### src/hdl/mzc_pkg.sv
// How it works
// - Every program-flash read waits the number of cycles in flash_wait_count, 0 to 7.
// - flash_wait_count resets to five wait states.
// - ram0_ecc_enable, bit 16, resets to zero and switches bank 0 error correction.
// - Writing one to a zeroize bit starts clearing the matching memory.
// - Hardware clears each zeroize bit when its memory is done; bits reset to zero.
// - A zeroize bit reads one while clearing runs and zero once it completes.
package mzc_pkg;

   localparam int unsigned ADDR_W = 12;
   localparam int unsigned DATA_W = 32;

   localparam logic [11:0] OFF_MEM_CLOCK_CONTROL = 12'h028;
   localparam logic [11:0] OFF_MEM_ZEROIZE       = 12'h02C;
   localparam logic [11:0] OFF_INT_STATUS        = 12'h030;
   localparam logic [11:0] OFF_INT_CLEAR         = 12'h034;
   localparam logic [11:0] OFF_INT_ENABLE        = 12'h038;

   localparam int unsigned WAIT_LSB   = 0;
   localparam int unsigned WAIT_W     = 3;
   localparam int unsigned ECC_BIT    = 16;
   localparam int unsigned ZERO_LSB   = 2;
   localparam int unsigned ZERO_N     = 10;

   localparam logic [2:0] RST_WAIT_COUNT = 3'h5;
   localparam logic       RST_ECC_EN     = 1'b0;
   localparam logic [9:0] RST_ZERO       = 10'h000;

   // Zeroize bit index (bit position minus ZERO_LSB) of six of the ten memories
   localparam int unsigned Z_SYSTEM_BANK2 = 0;
   localparam int unsigned Z_SYSTEM_BANK7 = 5;
   localparam int unsigned Z_ECC_CHECK    = 6;
   localparam int unsigned Z_CODE_CACHE0  = 7;
   localparam int unsigned Z_CODE_CACHE1  = 8;
   localparam int unsigned Z_USB_RAM      = 9;

   typedef struct packed {
      logic        psel;
      logic        penable;
      logic        pwrite;
      logic [11:0] paddr;
      logic [31:0] pwdata;
      logic [3:0]  pstrb;
   } mzc_apb_req_type;

   typedef struct packed {
      logic [31:0] prdata;
      logic        pready;
      logic        pslverr;
   } mzc_apb_rsp_type;

   typedef enum logic [1:0] {
      FW_IDLE,
      FW_WAIT,
      FW_DONE
   } mzc_fw_state_type;

   typedef struct packed {
      mzc_fw_state_type state;
      logic [2:0]       count;
      logic             ack;
   } mzc_fw_regs_type;

   typedef struct packed {
      logic [2:0]      wait_count;
      logic            ecc_en;
      logic [9:0]      zero_busy;
      logic [9:0]      zero_start;
      logic [9:0]      int_status;
      logic [9:0]      int_enable;
      logic            irq;
      mzc_apb_rsp_type rsp;
   } mzc_regs_type;

endpackage : mzc_pkg

### src/hdl/mzc_top.sv
// The APB slave port is this design's own decision.
`timescale 1ns/1ns
module mzc_top (
   input  wire logic               clk_sys,
   input  wire logic               rst,
   input  wire mzc_pkg::mzc_apb_req_type apb_req,
   output mzc_pkg::mzc_apb_rsp_type      apb_rsp,
   input  wire logic               flash_rd_req,
   output logic                    flash_rd_ack,
   output logic [2:0]              flash_wait_count,
   output logic                    ram0_ecc_enable,
   output logic [9:0]              zero_start,
   input  wire logic [9:0]         zero_done,
   output logic [9:0]              zero_busy,
   output logic                    irq
);
   import mzc_pkg::*;

   mzc_regs_type s_reg;
   mzc_regs_type s_next;

   logic        access_ph;
   logic        commit;
   logic        wr_commit;
   logic        hit_ctrl;
   logic        hit_zero;
   logic        hit_stat;
   logic        hit_clr;
   logic        hit_en;
   logic        hit_any;
   logic [31:0] wmask;
   logic [31:0] wbits;
   logic [31:0] rd_word;
   logic [9:0]  zero_wr1;
   logic [9:0]  clr_wr1;
   logic [9:0]  busy_n;
   logic [9:0]  start_n;
   logic [9:0]  stat_n;

   // First access cycle answers next edge; the write lands on the edge pready is seen
   assign access_ph = apb_req.psel & apb_req.penable & ~s_reg.rsp.pready;
   assign commit    = apb_req.psel & apb_req.penable & s_reg.rsp.pready;
   assign wr_commit = commit & apb_req.pwrite & hit_any;

   assign hit_ctrl = (apb_req.paddr[11:2] == OFF_MEM_CLOCK_CONTROL[11:2]);
   assign hit_zero = (apb_req.paddr[11:2] == OFF_MEM_ZEROIZE[11:2]);
   assign hit_stat = (apb_req.paddr[11:2] == OFF_INT_STATUS[11:2]);
   assign hit_clr  = (apb_req.paddr[11:2] == OFF_INT_CLEAR[11:2]);
   assign hit_en   = (apb_req.paddr[11:2] == OFF_INT_ENABLE[11:2]);
   assign hit_any  = hit_ctrl | hit_zero | hit_stat | hit_clr | hit_en;

   assign wmask = {{8{apb_req.pstrb[3]}},
                   {8{apb_req.pstrb[2]}},
                   {8{apb_req.pstrb[1]}},
                   {8{apb_req.pstrb[0]}}};
   assign wbits = apb_req.pwdata & wmask;

   assign zero_wr1 = (wr_commit & hit_zero) ? wbits[ZERO_LSB +: ZERO_N] : 10'h000;
   assign clr_wr1  = (wr_commit & hit_clr) ? wbits[ZERO_LSB +: ZERO_N] : 10'h000;

   // Reserved bits read zero
   always_comb begin
      rd_word = 32'h0000_0000;
      if (hit_ctrl) begin
         rd_word[WAIT_LSB +: WAIT_W] = s_reg.wait_count;
         rd_word[ECC_BIT]            = s_reg.ecc_en;
      end else if (hit_zero) begin
         rd_word[ZERO_LSB +: ZERO_N] = s_reg.zero_busy;
      end else if (hit_stat) begin
         rd_word[ZERO_LSB +: ZERO_N] = s_reg.int_status;
      end else if (hit_en) begin
         rd_word[ZERO_LSB +: ZERO_N] = s_reg.int_enable;
      end
   end

   // One memory per bit; a done pulse from an idle memory is ignored
   genvar gi;
   generate
      for (gi = 0; gi < ZERO_N; gi++) begin : g_zero
         always_comb begin
            busy_n[gi]  = s_reg.zero_busy[gi];
            start_n[gi] = 1'b0;
            if (s_reg.zero_busy[gi]) begin
               if (zero_done[gi]) begin
                  busy_n[gi] = 1'b0;
               end
            end else if (zero_wr1[gi]) begin
               busy_n[gi]  = 1'b1;
               start_n[gi] = 1'b1;
            end
            // Set wins over a clear arriving in the same cycle
            stat_n[gi] = s_reg.int_status[gi];
            if (clr_wr1[gi]) begin
               stat_n[gi] = 1'b0;
            end
            if (s_reg.zero_busy[gi] & zero_done[gi]) begin
               stat_n[gi] = 1'b1;
            end
         end
      end
   endgenerate

   always_comb begin
      s_next                = s_reg;
      s_next.zero_busy      = busy_n;
      s_next.zero_start     = start_n;
      s_next.int_status     = stat_n;
      s_next.rsp.pready     = access_ph;
      if (access_ph) begin
         s_next.rsp.prdata  = apb_req.pwrite ? 32'h0000_0000 : rd_word;
         s_next.rsp.pslverr = ~hit_any;
      end else begin
         s_next.rsp.pslverr = 1'b0;
      end
      if (wr_commit & hit_ctrl) begin
         if (apb_req.pstrb[0]) begin
            s_next.wait_count = apb_req.pwdata[WAIT_LSB +: WAIT_W];
         end
         if (apb_req.pstrb[2]) begin
            s_next.ecc_en = apb_req.pwdata[ECC_BIT];
         end
      end
      if (wr_commit & hit_en) begin
         s_next.int_enable = (s_reg.int_enable & ~wmask[ZERO_LSB +: ZERO_N])
                           | wbits[ZERO_LSB +: ZERO_N];
      end
      s_next.irq = |(s_next.int_status & s_next.int_enable);
   end

   always_ff @(posedge clk_sys) begin
      if (rst) begin
         s_reg.wait_count  <= RST_WAIT_COUNT;
         s_reg.ecc_en      <= RST_ECC_EN;
         s_reg.zero_busy   <= RST_ZERO;
         s_reg.zero_start  <= RST_ZERO;
         s_reg.int_status  <= RST_ZERO;
         s_reg.int_enable  <= RST_ZERO;
         s_reg.irq         <= 1'b0;
         s_reg.rsp.prdata  <= 32'h0000_0000;
         s_reg.rsp.pready  <= 1'b0;
         s_reg.rsp.pslverr <= 1'b0;
      end else begin
         s_reg <= s_next;
      end
   end

   // Software owns the oscillator-dependent minimum; no clamp here
   mzc_flash_wait u_flash_wait (
      .clk_sys    (clk_sys),
      .rst        (rst),
      .wait_count (s_reg.wait_count),
      .rd_req     (flash_rd_req),
      .rd_ack     (flash_rd_ack)
   );

   assign apb_rsp          = s_reg.rsp;
   assign flash_wait_count = s_reg.wait_count;
   assign ram0_ecc_enable  = s_reg.ecc_en;
   assign zero_start       = s_reg.zero_start;
   assign zero_busy        = s_reg.zero_busy;
   assign irq              = s_reg.irq;

endmodule : mzc_top

### src/hdl/mzc_flash_wait.sv
`timescale 1ns/1ns
module mzc_flash_wait (
   input  wire logic       clk_sys,
   input  wire logic       rst,
   input  wire logic [2:0] wait_count,
   input  wire logic       rd_req,
   output logic            rd_ack
);
   import mzc_pkg::*;

   mzc_fw_regs_type r_reg;
   mzc_fw_regs_type r_next;

   // Count is latched at the start of a read so a rewrite mid-access cannot tear it
   always_comb begin
      r_next     = r_reg;
      r_next.ack = 1'b0;
      case (r_reg.state)
         FW_IDLE: begin
            if (rd_req) begin
               if (wait_count == 3'h0) begin
                  r_next.ack   = 1'b1;
                  r_next.state = FW_DONE;
               end else begin
                  r_next.count = wait_count;
                  r_next.state = FW_WAIT;
               end
            end
         end
         FW_WAIT: begin
            r_next.count = r_reg.count - 3'h1;
            if (r_reg.count == 3'h1) begin
               r_next.ack   = 1'b1;
               r_next.state = FW_DONE;
            end
         end
         FW_DONE: begin
            r_next.state = FW_IDLE;
         end
         default: begin
            r_next.state = FW_IDLE;
         end
      endcase
   end

   always_ff @(posedge clk_sys) begin
      if (rst) begin
         r_reg.state <= FW_IDLE;
         r_reg.count <= 3'h0;
         r_reg.ack   <= 1'b0;
      end else begin
         r_reg <= r_next;
      end
   end

   assign rd_ack = r_reg.ack;

endmodule : mzc_flash_wait

### config.mk
export PLATFORM = sky130hd
export DESIGN_NAME = mzc_top
export DESIGN_NICKNAME = d
export VERILOG_FILES = /design/src/hdl/mzc_pkg.sv /design/src/hdl/mzc_top.sv /design/src/hdl/mzc_flash_wait.sv
export SDC_FILE = /design/constraint.sdc
export NUM_CORES = 1
export LEC_CHECK = 0
export BUFFER_PORTS_ARGS = -buffer_cell sky130_fd_sc_hd__buf_2
export CAP_MARGIN = 10
export CORE_ASPECT_RATIO = 1.2
export CORE_MARGIN = 1
export CORE_UTILIZATION = 50
export CTS_BUF_LIST = sky130_fd_sc_hd__clkbuf_4 sky130_fd_sc_hd__clkbuf_8
export CTS_CLUSTER_DIAMETER = 60
export DETAILED_ROUTE_END_ITERATION = 16
export PLACE_DENSITY = 0.84
export SLEW_MARGIN = 5
export SYNTH_ARGS = -nofsm -noshare
export SYNTH_HDL_FRONTEND = slang
export SYNTH_SLANG_ARGS = --single-unit
### constraint.sdc
create_clock -name clk_sys -period 2.3 [get_ports clk_sys]
set_input_delay 0.345 -clock clk_sys [delete_from_list [all_inputs] [get_ports clk_sys]]
set_output_delay 0.345 -clock clk_sys [all_outputs]
set_load 0.02 [all_outputs]
# Yosys cells after proc, flatten, opt, wreduce, memory -nomap -nowiden
# Index checks and enable logic that the tools add are counted.
totals:
  register_bits: 85
  inputBits: 64
  out_inout_bits: 60
  elab_cells: 152
classes:
  n_addsub: 1
  eq_ne: 10
  mux: 69
  bitwise_logic: 31
  n_reduce_logical: 19
ops:
  columns: ["cell", "count"]
  rows:
  - ["$mux W10", 6]
  - ["$mux W1", 54]
  - ["$eq A10 B4 Y1 const B", 5]
  - ["$reduce_or A2 Y1", 11]
  - ["$and A10 B10 Y10", 2]
  - ["$and A1 B1 Y1", 19]
  - ["$mux W17", 1]
  - ["$and A12 B12 Y12", 1]
  - ["$not A10 Y10", 1]
  - ["$or A10 B10 Y10", 1]
  - ["$reduce_or A10 Y1", 1]
  - ["$mux W9", 1]
  - ["$pmux W4 S2", 1]
  - ["$mux W2", 3]
  - ["$mux W6", 1]
  - ["$reduce_and A2 Y1", 3]
  - ["$ne A2 B2 Y1 const B", 2]
  - ["$or A1 B1 Y1", 4]
  - ["$pmux W2 S2", 1]
  - ["$eq A3 B1 Y1 const B", 1]
  - ["$logic_not A3 Y1", 1]
  - ["$mux W3", 1]
  - ["$not A1 Y1", 3]
  - ["$reduce_and A3 Y1", 1]
  - ["5 further kinds", 5]

# Depth between registers and ports, before layout
# Gate-level depths: netlist (run 1).
logic_depth:
  word_depth: 12
  mapped_depth: 8

# By module
# Synthesis (run 1) repeated with hierarchy kept, for this count alone.
unflattened:
  hier_cells: 379
  area_unflattened_um2: 3342.0
modules_own_cells:
  columns: ["mod", "instances", "cells_per_inst", "area_each_um2"]
  rows:
  - ["mzc_top", 1, 338, 2979.1]
  - ["mzc_flash_wait", 1, 41, 362.8]

# Worst setup path after synthesis (run 1)
# Ideal clock, no wire load.
synth_path:
  path_type: "input port to flip-flop"
  startpoint: "input apb_req[43] (netlist name)"
  endpoint: "register s_reg (netlist bit apb_rsp[4])"
  arrival_time_ps: 1996
  setup_slack_ps: 233
  stages: 7
  path_cell_list: "or3_4 > buf_6 > nor4b_4 > a221o_1 > a32oi_1 > or3_1 > a21oi_1"
synth_between:
  elab_chain_cells: 6
  word_cells_on_any_way: 9
  classes_between: "eq/ne: 4; mux: 5"
synth_lines:
  columns: ["element", "line", "source"]
  rows:
  - ["from (decl)", "mzc_top.sv:6", "input wire mzc_pkg::mzc_apb_req_type apb_req,"]
  - ["$eq A10 B4 Y1", "mzc_top.sv:49", "assign hit_en = (apb_req.paddr[11:2] == OFF_INT_ENABLE[11:2]);"]
  - ["$mux W10", "mzc_top.sv:71", "end else if (hit_en) begin"]
  - ["$mux W10", "mzc_top.sv:69", "end else if (hit_stat) begin"]
  - ["$mux W10", "mzc_top.sv:67", "end else if (hit_zero) begin"]
  - ["$mux W1 *", "mzc_top.sv:64", "if (hit_ctrl) begin"]
  - ["$mux W17 *", "mzc_top.sv:110", "s_next.rsp.prdata = apb_req.pwrite ? 32'h0000_0000 : rd_word;"]
  - ["to (signal assigned)", "mzc_top.sv:143", "s_reg <= s_next;"]
  - ["to (decl)", "mzc_top.sv:19", "mzc_regs_type s_reg;"]
# Every way passes the cells marked *; elsewhere a longest branch is shown, timed or not.
# A chain may end at the register's enable or synchronous reset.

# Worst setup path after layout (run 1)
layout_path:
  startpoint: "register s_reg (netlist bit apb_rsp[1])"
  endpoint: "register, netlist name irq"
layout_between:
  elab_chain_cells: 9
  word_cells_on_any_way: 29
  classes_between: "mux: 22; bitwise: 6; reduce/logical: 1"
layout_lines:
  columns: ["element", "line", "source"]
  rows:
  - ["$and A1 B1 Y1 *", "mzc_top.sv:42", "assign commit = apb_req.psel & apb_req.penable & s_reg.rsp.pready;"]
  - ["$and A1 B1 Y1 * (2 in a row)", "mzc_top.sv:43", "assign wr_commit = commit & apb_req.pwrite & hit_any;"]
  - ["$and A1 B1 Y1", "mzc_top.sv:59", "assign clr_wr1 = (wr_commit & hit_clr) ? wbits[ZERO_LSB +: ZERO_N] : 10'h000;"]
  - ["$mux W10", "mzc_top.sv:59", null]
  - ["$mux W1", "mzc_top.sv:93", "if (clr_wr1[gi]) begin"]
  - ["$mux W1", "mzc_top.sv:96", "if (s_reg.zero_busy[gi] & zero_done[gi]) begin"]
  - ["$and A10 B10 Y10 *", "mzc_top.sv:127", "s_next.irq = |(s_next.int_status & s_next.int_enable);"]
  - ["$reduce_or A10 Y1 *", "mzc_top.sv:127", null]
# Marked as above.

==> results.yml, run 1 <==
routing:
  wl_per_cell_um: 14.49
  wirelength_um: 7460
  drtPass1Iterations: 6
  num_vias: 2809
  postRouteAntennaNets: 0
  drc: 0
  via_per_inst: 5.454
  drtIter0Drc: 189
global_routing:
  overflow: 0
  antenna_found_initial: 0
  grt_pass1_wl_um: 12050
  track_usage_pct: 23.57
  grt_pass1_vias: 2612
  grt_max_degree: 57
logic_synthesis:
  synth_cells: 373
  syn_area_um2: 3236
  synth.avg_cell_area_um2: 8.675
  ys_warn_count: 0
  async_flop_share_pct: 0
  synth_ff_type: "dfxtp_1"
  synth_top_area_share_pct: 40.84
  synthTopCellsByArea: "dfxtp_1 41%, buf_4 13%, nor2_1 6.0%"
  ys_types: 46
  synth-edff-count: 0
  yosys_register_bits: 66
  yosys.area.top_type: "dfxtp_1"
  ys_seq_area_share_pct: 40.84
timing:
  finalCritPeriodShare_pct: 89.36
  rsz0062_at_grt: "no"
  maxSlewHeadroom_pct: 61.45
  hold_slack_ns: 0.2516
  tightest_slew_ns: 0.5782
  fin_worst_skew_ns: 0.007013
  fmax_ghz: 0.4866
  slew_viol_final: 0
  final_hold_viol_count: 0
  post-route-min-period_ns: 2.055
  finalSetupTns_ns: 0
  setup_viol: 0
worst_setup_path:
  critPathLaunch: "apb_rsp[1]"
  slowest_delay_ns: 0.38
  arrival_ns: 2.26
  cp-endpoint: "irq"
  crit-reg2reg-launch: "apb_rsp[1]"
  cp_slowest_cell: "dfxtp_1"
  r2r-end: "irq"
  crit_fanout: 6
  rrSetupSlack_ns: 0.24
  cp_cell_sequence: "and4_1 > nand4_1 > buf_4 > a221oi_1 > o22ai_1 > nor4_1 > a21oi_1"
  startpoint_type: "register"
  rr_worst_depth: 7
  end_kind: "register"
  crit_required_ns: 2.50
  path_class: "register to register"
place:
  gp_congestion: 0.8521
  placement.io_buffers: 82
  dp_hpwl_um: 5446
  dp.cells: 499
clocking:
  cts-root-buf: "clkbuf_8"
  cts_resized: 0
  htree_levels: 3
  cts_sinks: 66
  clockBufferDepth: 2
  cts_setup_buffers: 0
  clkLatencyLatePin_ns: 0.35
  cts_tree: "yes"
  clk_pin_slew_ns: 0.07
  holdBufCountCts: 0
  numCtsBuffers: 9
power_and_ir_drop:
  combPwrFrac_pct: 7.7
  p_sw_w: 0.0005825
  ir_worst_vdd_mv: 0.6191
  power_frac_seq_pct: 49.1
  p_int_w: 0.001778
  swShare_pct: 24.68
  leakagePower_nw: 1.694
  p_clk_share_pct: 43.2
  pwr_density_cell_nw_per_um2: 647.3
floorplan:
  die_h_um: 90.12
  rows: 31
  dieWidth_um: 75.44
  die-area_um2: 6798
  ios: 124
  core_um2: 6128
  start_util_pct: 52.80
final_layout:
  finalNonFillerCells: 515
  fillCellCount: 568
  fin_nets: 494
  drive_gt1_share_pct: 28.87
  largest_register_ff_count: 20
  layout_common_cells: "82 x buf_2, 66 x dfxtp_1, 52 x nor2_1"
  area_delta_synth_final_pct: 12.68
  diodes: 0
  final_common_cell: "buf_2"
worst_hold_path:
  hp-class: "input pin to register"
outcome:
  status: "completed"
run:
  maxCapViolCount: 0
how the worst min path moves through the flow:
stage | start | endpoint | depth (start not counted)
after floorplan | apb_rsp[4] | apb_rsp[4] | 2
after detailed placement | apb_rsp[18] | apb_rsp[18] | 2
after global placement | apb_rsp[18] | apb_rsp[18] | 2
final | apb_req[5] | flash_wait_count[1] | 3
after CTS | apb_req[5] | flash_wait_count[1] | 3
after global routing | apb_req[5] | flash_wait_count[1] | 3
per-stage QoR:
stage | utilization (%) | total power (W) | instance area, µm² | worst slack, ns
2_1_floorplan | - | 0.001323 | 3303 | 0.2332
3_3_place_gp | 56.04 | 0.001361 | 3435 | 0.1285
3_5_place_dp | 56.04 | 0.001366 | 3435 | 0.05967
4_1_cts | 59.49 | 0.002368 | 3646 | 0.2518
5_1_grt | 59.49 | 0.002450 | 3646 | 0.02252
6_report | 59.49 | 0.002360 | 3646 | 0.2448
worst max-delay path: cells and delay by family, from the launching register on:
family	cells	cell delay (ns)
simple gates	3	0.75
flops	1	0.38
buf+inv	1	0.19
compound gates	3	0.59
kinds of logic after synthesis:
logic type               synth area share, %
flip-flops                             40.84
adder cells (fa/ha/maj)               0.7733
AO/OA/AOI/OAI                          14.04
buffers and inverters                  16.90
AND/OR/NAND/NOR                        22.93
other                                 0.1159
multiplexers                           4.408
power groups by stage:
stage	Clock, W	Combinational (W)	Sequential [W]
after global routing	0.00109	0.000204	0.00116
after detailed placement	0	0.000181	0.00118
after floorplan	0	0.000139	0.00118
after global placement	0	0.000177	0.00118
final	0.00102	0.000183	0.00116
after CTS	0.00103	0.000182	0.00116
synth_stat cells, types with 5 or more instances:
cell and number:
a21o_1 5, nor3b_1 9, o21ai_0 6, a21oi_1 30, or2_2 5, inv_1 14
nand3_1 9, nor2_1 52, dfxtp_1 66, mux2i_1 12, nor3_1 9, nand2_1 17
clkbuf_1 8, buf_4 57, a222oi_1 9, buf_2 5, nor2b_1 6, nand4_1 6
per-layer routing:
layer | GRT usage [%] | routed length, µm
met1 | 26.53 | 2798
met2 | 40.63 | 4001
met3 | 5.493 | 456
met4 | 10.80 | 204
met5 | 0 | 0
layout make-up:
type,instances,area [µm²],share of cell area (%)
timing repair buffer,97,523.0,14.34
multi-input combinational,240,1435,39.36
inverter,14,52.55,1.441
clock buffer,11,151.4,4.152
tap,82,102.6,2.814
clock inverter,5,60.06,1.647
sequential,66,1321,36.24
Power figures use the tool's default switching activity.
==> run 2, diff against run 1 <==
Settings changed: ABC_AREA set to 1, CTS_CLUSTER_DIAMETER 60 to not set, PLACE_DENSITY 0.84 to 0.83.
==> results.yml, run 2 <==
routing:
  highest_layer: "met4"
  wl_met2_um: 4202
  drtIter0Drc: 193
  drtPass1Iterations: 4
  via_per_inst: 5.168
  drc: 0
  postRouteAntennaNets: 0
  wl_per_cell_um: 13.30
  wirelength_um: 8326
  wl_met3_um: 530
  met1_length_um: 3433
  num_vias: 3235
global_routing:
  grt_max_degree: 53
  track_usage_pct: 23.45
  overflow: 0
  grt_pass1_vias: 3048
  antenna_found_initial: 0
  grt_pass1_wl_um: 13400
clocking:
  clkLatencyLatePin_ns: 0.35
  cts_tree: "yes"
  cts_setup_buffers: 0
  clockBufferDepth: 2
  cts_sinks: 66
  clk_pin_slew_ns: 0.07
  holdBufCountCts: 0
  cts_resized: 0
  numCtsBuffers: 9
  cts-root-buf: "clkbuf_8"
  htree_levels: 3
logic_synthesis:
  ys_types: 39
  synth_cells: 487
  synth_top_area_share_pct: 37.00
  synthTopCellsByCount: "85 x nand2_1, 68 x inv_1, 66 x dfxtp_1, 58 x buf_4, 40 x nor2_1"
  synth.most_common_cell: "nand2_1"
  syn_area_um2: 3571
  ys_seq_area_share_pct: 37.00
  async_flop_share_pct: 0
  synth-edff-count: 0
  synth.avg_cell_area_um2: 7.332
  synth_ff_type: "dfxtp_1"
  synthTopCellsByArea: "dfxtp_1 37%, buf_4 12%, nand2_1 8.9%"
  ys_warn_count: 0
  yosys_register_bits: 66
  yosys.area.top_type: "dfxtp_1"
outcome:
  status: "completed"
worst_setup_path:
  r2r-end: "irq"
  end_kind: "register"
  crit-reg2reg-launch: "apb_rsp[1]"
  arrival_ns: 2.10
  path_class: "register to register"
  rrSetupSlack_ns: 0.43
  startpoint_type: "register"
  crit_fanout: 10
  rr_worst_depth: 9
  crit_required_ns: 2.53
final_layout:
  layout_common_cells: "85 x nand2_1, 82 x buf_2, 68 x inv_1"
  finalNonFillerCells: 626
  largest_register_ff_count: 20
  diodes: 0
  final_common_cell: "nand2_1"
  area_delta_synth_final_pct: 10.58
  fin_nets: 600
  drive_gt1_share_pct: 26.35
  fillCellCount: 658
floorplan:
  core_um2: 6854
  ios: 124
  die-area_um2: 7485
  rows: 33
  die_h_um: 94.58
  start_util_pct: 52.10
  dieWidth_um: 79.15
place:
  dp_hpwl_um: 5912
  dp.cells: 610
  gp_congestion: 0.8940
  placement.io_buffers: 82
power_and_ir_drop:
  p_sw_w: 0.0005887
  ir_worst_vdd_mv: 0.3253
  leakagePower_nw: 1.816
  p_int_w: 0.001869
  swShare_pct: 23.95
  pwr_density_cell_nw_per_um2: 622.4
  combPwrFrac_pct: 8.5
  power_frac_seq_pct: 47.3
  p_clk_share_pct: 44.2
timing:
  slew_viol_final: 0
  maxSlewHeadroom_pct: 44.89
  fmax_ghz: 0.5348
  finalCritPeriodShare_pct: 81.30
  tightest_slew_ns: 0.8236
  fin_worst_skew_ns: 0.009318
  rsz0062_at_grt: "no"
  finalSetupTns_ns: 0
  post-route-min-period_ns: 1.870
  setup_viol: 0
  final_hold_viol_count: 0
worst_hold_path:
  hp-class: "input pin to register"
  whs_path_depth: 3
  hold_end: "flash_wait_count[0]"
  min_from: "apb_req[4]"
run:
  maxCapViolCount: 0
## run 2: changes by cell type in the layout (fill, tap and decap cells not counted), moves of 9 or more
| cell | before | now |
|---|---|---|
| a222oi_1 | 9 | 0 |
| nor3b_1 | 9 | 0 |
| nand2_1 | 17 | 85 |
| inv_1 | 14 | 68 |
| nor2_1 | 52 | 40 |
| nand3_1 | 9 | 34 |
| o21ai_0 | 6 | 23 |
| mux2i_1 | 12 | 0 |
| buf_4 | 15 | 6 |
## run 2: through the flow
stage / power, W / hold WS [ns] / cell area [µm²] / worst slack (ns) / utilization (%)
after global routing: 0.002537 / 0.2690 / 3949 / 0.2200 / 57.61
after detailed placement: 0.001395 / 0.4564 / 3726 / 0.3122 / 54.36
after CTS: 0.002459 / 0.2594 / 3949 / 0.4557 / 57.61
after floorplan: 0.001345 / 0.4456 / 3638 / 0.7322 / -
final: 0.002458 / 0.2603 / 3949 / 0.4301 / 57.61
after global placement: 0.001390 / 0.4426 / 3726 / 0.3376 / 54.36
## run 2: critical path, cell delays in order, from the launching register on
cell and delay [ns]:
dfxtp_1 0.35, inv_1 0.06, nor3_2 0.23, nand2_1 0.33, o21ai_0 0.25, o21ai_0 0.14, nand3_1 0.14, o21ai_2 0.07
nor2_1 0.09, a21oi_1 0.08
## run 2: layout make-up
class / count / area [µm²] / area share, %
tap: 87 / 108.9 / 2.757
clock inverter: 5 / 77.57 / 1.965
clock buffer: 11 / 145.1 / 3.676
multi-input combinational: 295 / 1546 / 39.16
inverter: 73 / 274.0 / 6.939
sequential: 66 / 1321 / 33.46
timing repair buffer: 89 / 475.5 / 12.04
## run 2: logic make-up after synthesis
kind of cell / share of synthesized area [%]
other: 0.1050
buffers and inverters: 21.58
DFF: 37.00
AOI/OAI and AO/OA: 13.49
adders and majority gates: 0.7007
and+or+nand+nor: 27.12
## run 2: worst max path at each step
stage / cells after the start / endpoint / slack (ns) / start
global placement: 11 / irq / 0.34 / apb_req[43]
CTS: 10 / irq / 0.46 / apb_rsp[1]
finish: 9 / irq / 0.43 / apb_rsp[1]
detailed placement: 11 / irq / 0.31 / apb_req[43]
global route: 9 / irq / 0.22 / apb_rsp[1]
floorplan: 11 / flash_wait_count[1] / 0.73 / apb_req[43]
## run 2: power by group through the flow
| stage | registers, W | clock network (W) | logic (W) |
|---|---|---|---|
| 2_1_floorplan | 0.00119 | 0 | 0.000157 |
| 3_3_place_gp | 0.00119 | 0 | 0.000203 |
| 3_5_place_dp | 0.00119 | 0 | 0.000206 |
| 4_1_cts | 0.00116 | 0.00109 | 0.000207 |
| 5_1_grt | 0.00116 | 0.00114 | 0.000233 |
| 6_report | 0.00116 | 0.00109 | 0.000208 |
## run 2: routing by layer
metal	track usage [%]	vias to the layer above
met2	41.09	129
met3	4.058	13
met5	0	-
met1	26.93	1492
met4	12.73	0
li1	-	1601
==> run 3, diff against run 2 <==
Settings changed: CORE_UTILIZATION 50 to 47, PLACE_DENSITY 0.83 to 0.82.
Clock period 2.3 ns to 1.7 ns, I/O delays scaled along.
==> results.yml, run 3 (synthesis gave the netlist of run 2 again) <==
outcome:
  status: "completed"
place:
  placement.io_buffers: 82
  gp_congestion: 0.8802
  dp_hpwl_um: 6434
worst_setup_path:
  cp_cell_sequence: "inv_1 > nor3_4 > nand2_2 > buf_6 > o21ai_1 > o21ai_1 > nand3_1 > nand3_1 > nor2_1 > a21oi_1"
  arrival_ns: 1.83
  cp_top_family: "simple AND/OR/NAND/NOR gates"
  startpoint_type: "register"
  cp_slowest_cell: "dfxtp_2"
  slowest_delay_ns: 0.33
  cp.buffers_inverters: 2
  crit_required_ns: 1.93
  end_kind: "register"
  crit_fanout: 5
  path_class: "register to register"
timing:
  finalSetupTns_ns: 0
  finalCritPeriodShare_pct: 94.37
  rsz0062_at_grt: "yes"
  slew_viol_final: 0
  fin_worst_skew_ns: 0.01306
  setup_viol: 0
  post-route-min-period_ns: 1.604
  final_hold_viol_count: 0
  hold_slack_ns: 0.09800
  fmax_ghz: 0.6234
routing:
  wl_per_cell_um: 13.57
  drtIter0Drc: 154
  drc: 0
  num_vias: 3381
  wirelength_um: 8942
  drtPass1Iterations: 5
  via_per_inst: 5.131
  postRouteAntennaNets: 0
global_routing:
  grt_pass1_vias: 3270
  track_usage_pct: 23.22
  grt_pass1_wl_um: 14280
  overflow: 0
  grt_max_degree: 36
  antenna_found_initial: 0
floorplan:
  rows: 34
  core_um2: 7317
  dieWidth_um: 81.57
  start_util_pct: 48.80
  ios: 124
  die-area_um2: 7952
  die_h_um: 97.49
clocking:
  clkLatencyLatePin_ns: 0.36
  clockBufferDepth: 2
  cts_sinks: 66
  htree_levels: 3
  cts_tree: "yes"
  clk_pin_slew_ns: 0.08
  holdBufCountCts: 0
  cts-root-buf: "clkbuf_8"
  numCtsBuffers: 9
worst_hold_path:
  hp-class: "input pin to register"
final_layout:
  area_delta_synth_final_pct: 19.69
  final_common_cell: "nand2_1"
  fin_nets: 630
  largest_register_ff_count: 20
  layout_common_cells: "84 x nand2_1, 82 x buf_2, 68 x inv_1"
  diodes: 0
  fillCellCount: 674
  drive_gt1_share_pct: 31.81
power_and_ir_drop:
  pwr_density_cell_nw_per_um2: 786.4
  ir_worst_vdd_mv: 0.7013
  leakagePower_nw: 1.991
  finalPower_w: 0.003361
run:
  maxCapViolCount: 0
-- run 3: metal layers --
metal	vias up	track usage, %	share of wire [%]
li1	1662	-	-
met1	1542	26.97	40
met2	159	39.87	50
met3	18	4.695	7.5
met4	0	10.53	2.4
met5	-	0	0
-- run 3: final timing paths --
path / depth (start not counted) / endpoint / startpoint / slack [ns]
min: 2 / s_reg[45] / rst / 0.1
max: 10 / irq / apb_rsp[1] / 0.1
min reg2reg: 2 / apb_rsp[9] / apb_rsp[9] / 0.46
max reg2reg: 10 / irq / apb_rsp[1] / 0.1
-- run 3: worst register-to-register path, delay by kind of cell, from the launching register on --
| family | cells | cell delay (ns) |
|---|---|---|
| AOI/OAI and AO/OA | 3 | 0.28 |
| buffers and inverters | 2 | 0.22 |
| DFF | 1 | 0.33 |
| and+or+nand+nor | 5 | 0.65 |
-- run 3: what timing repair did --
| action | 4_1_cts | 5_1_grt |
|---|---|---|
| gates cloned | 0 | 1 |
| endpoints found under the setup margin | 2 | 1 |
| pin swaps | 0 | 10 |
| setup buffers | 0 | 6 |
| gates resized for setup | 1 | 32 |
-- run 3: per-stage QoR --
stage | setup slack, ns | instances | area (µm²) | util, %
floorplan | 0.2222 | 505 | 3638 | -
global placement | -0.05399 | 636 | 3940 | 53.85
detailed placement | -0.09317 | 636 | 3940 | 53.85
CTS | 0.01807 | 652 | 4169 | 56.98
global route | -0.02202 | 659 | 4274 | 58.41
finish | 0.09579 | 659 | 4274 | 58.41
-- run 3: layout make-up --
type                    count  area [µm²]  area share [%]
clock inverters             7       102.6           2.400
flip-flops and latches     66        1323           30.94
multi-input cells         295        1585           37.09
well taps                  90       112.6           2.635
clock buffers               9       123.9           2.898
repair buffers            119       753.2           17.62
inverters                  73       274.0           6.411
-- run 3: power by group --
group | switching, W | leakage [nW] | internal [W]
Sequential | 0.00000958 | 0.533 | 0.00156
Combinational | 0.000203 | 1.35 | 0.0000980
Clock | 0.000651 | 0.110 | 0.000837
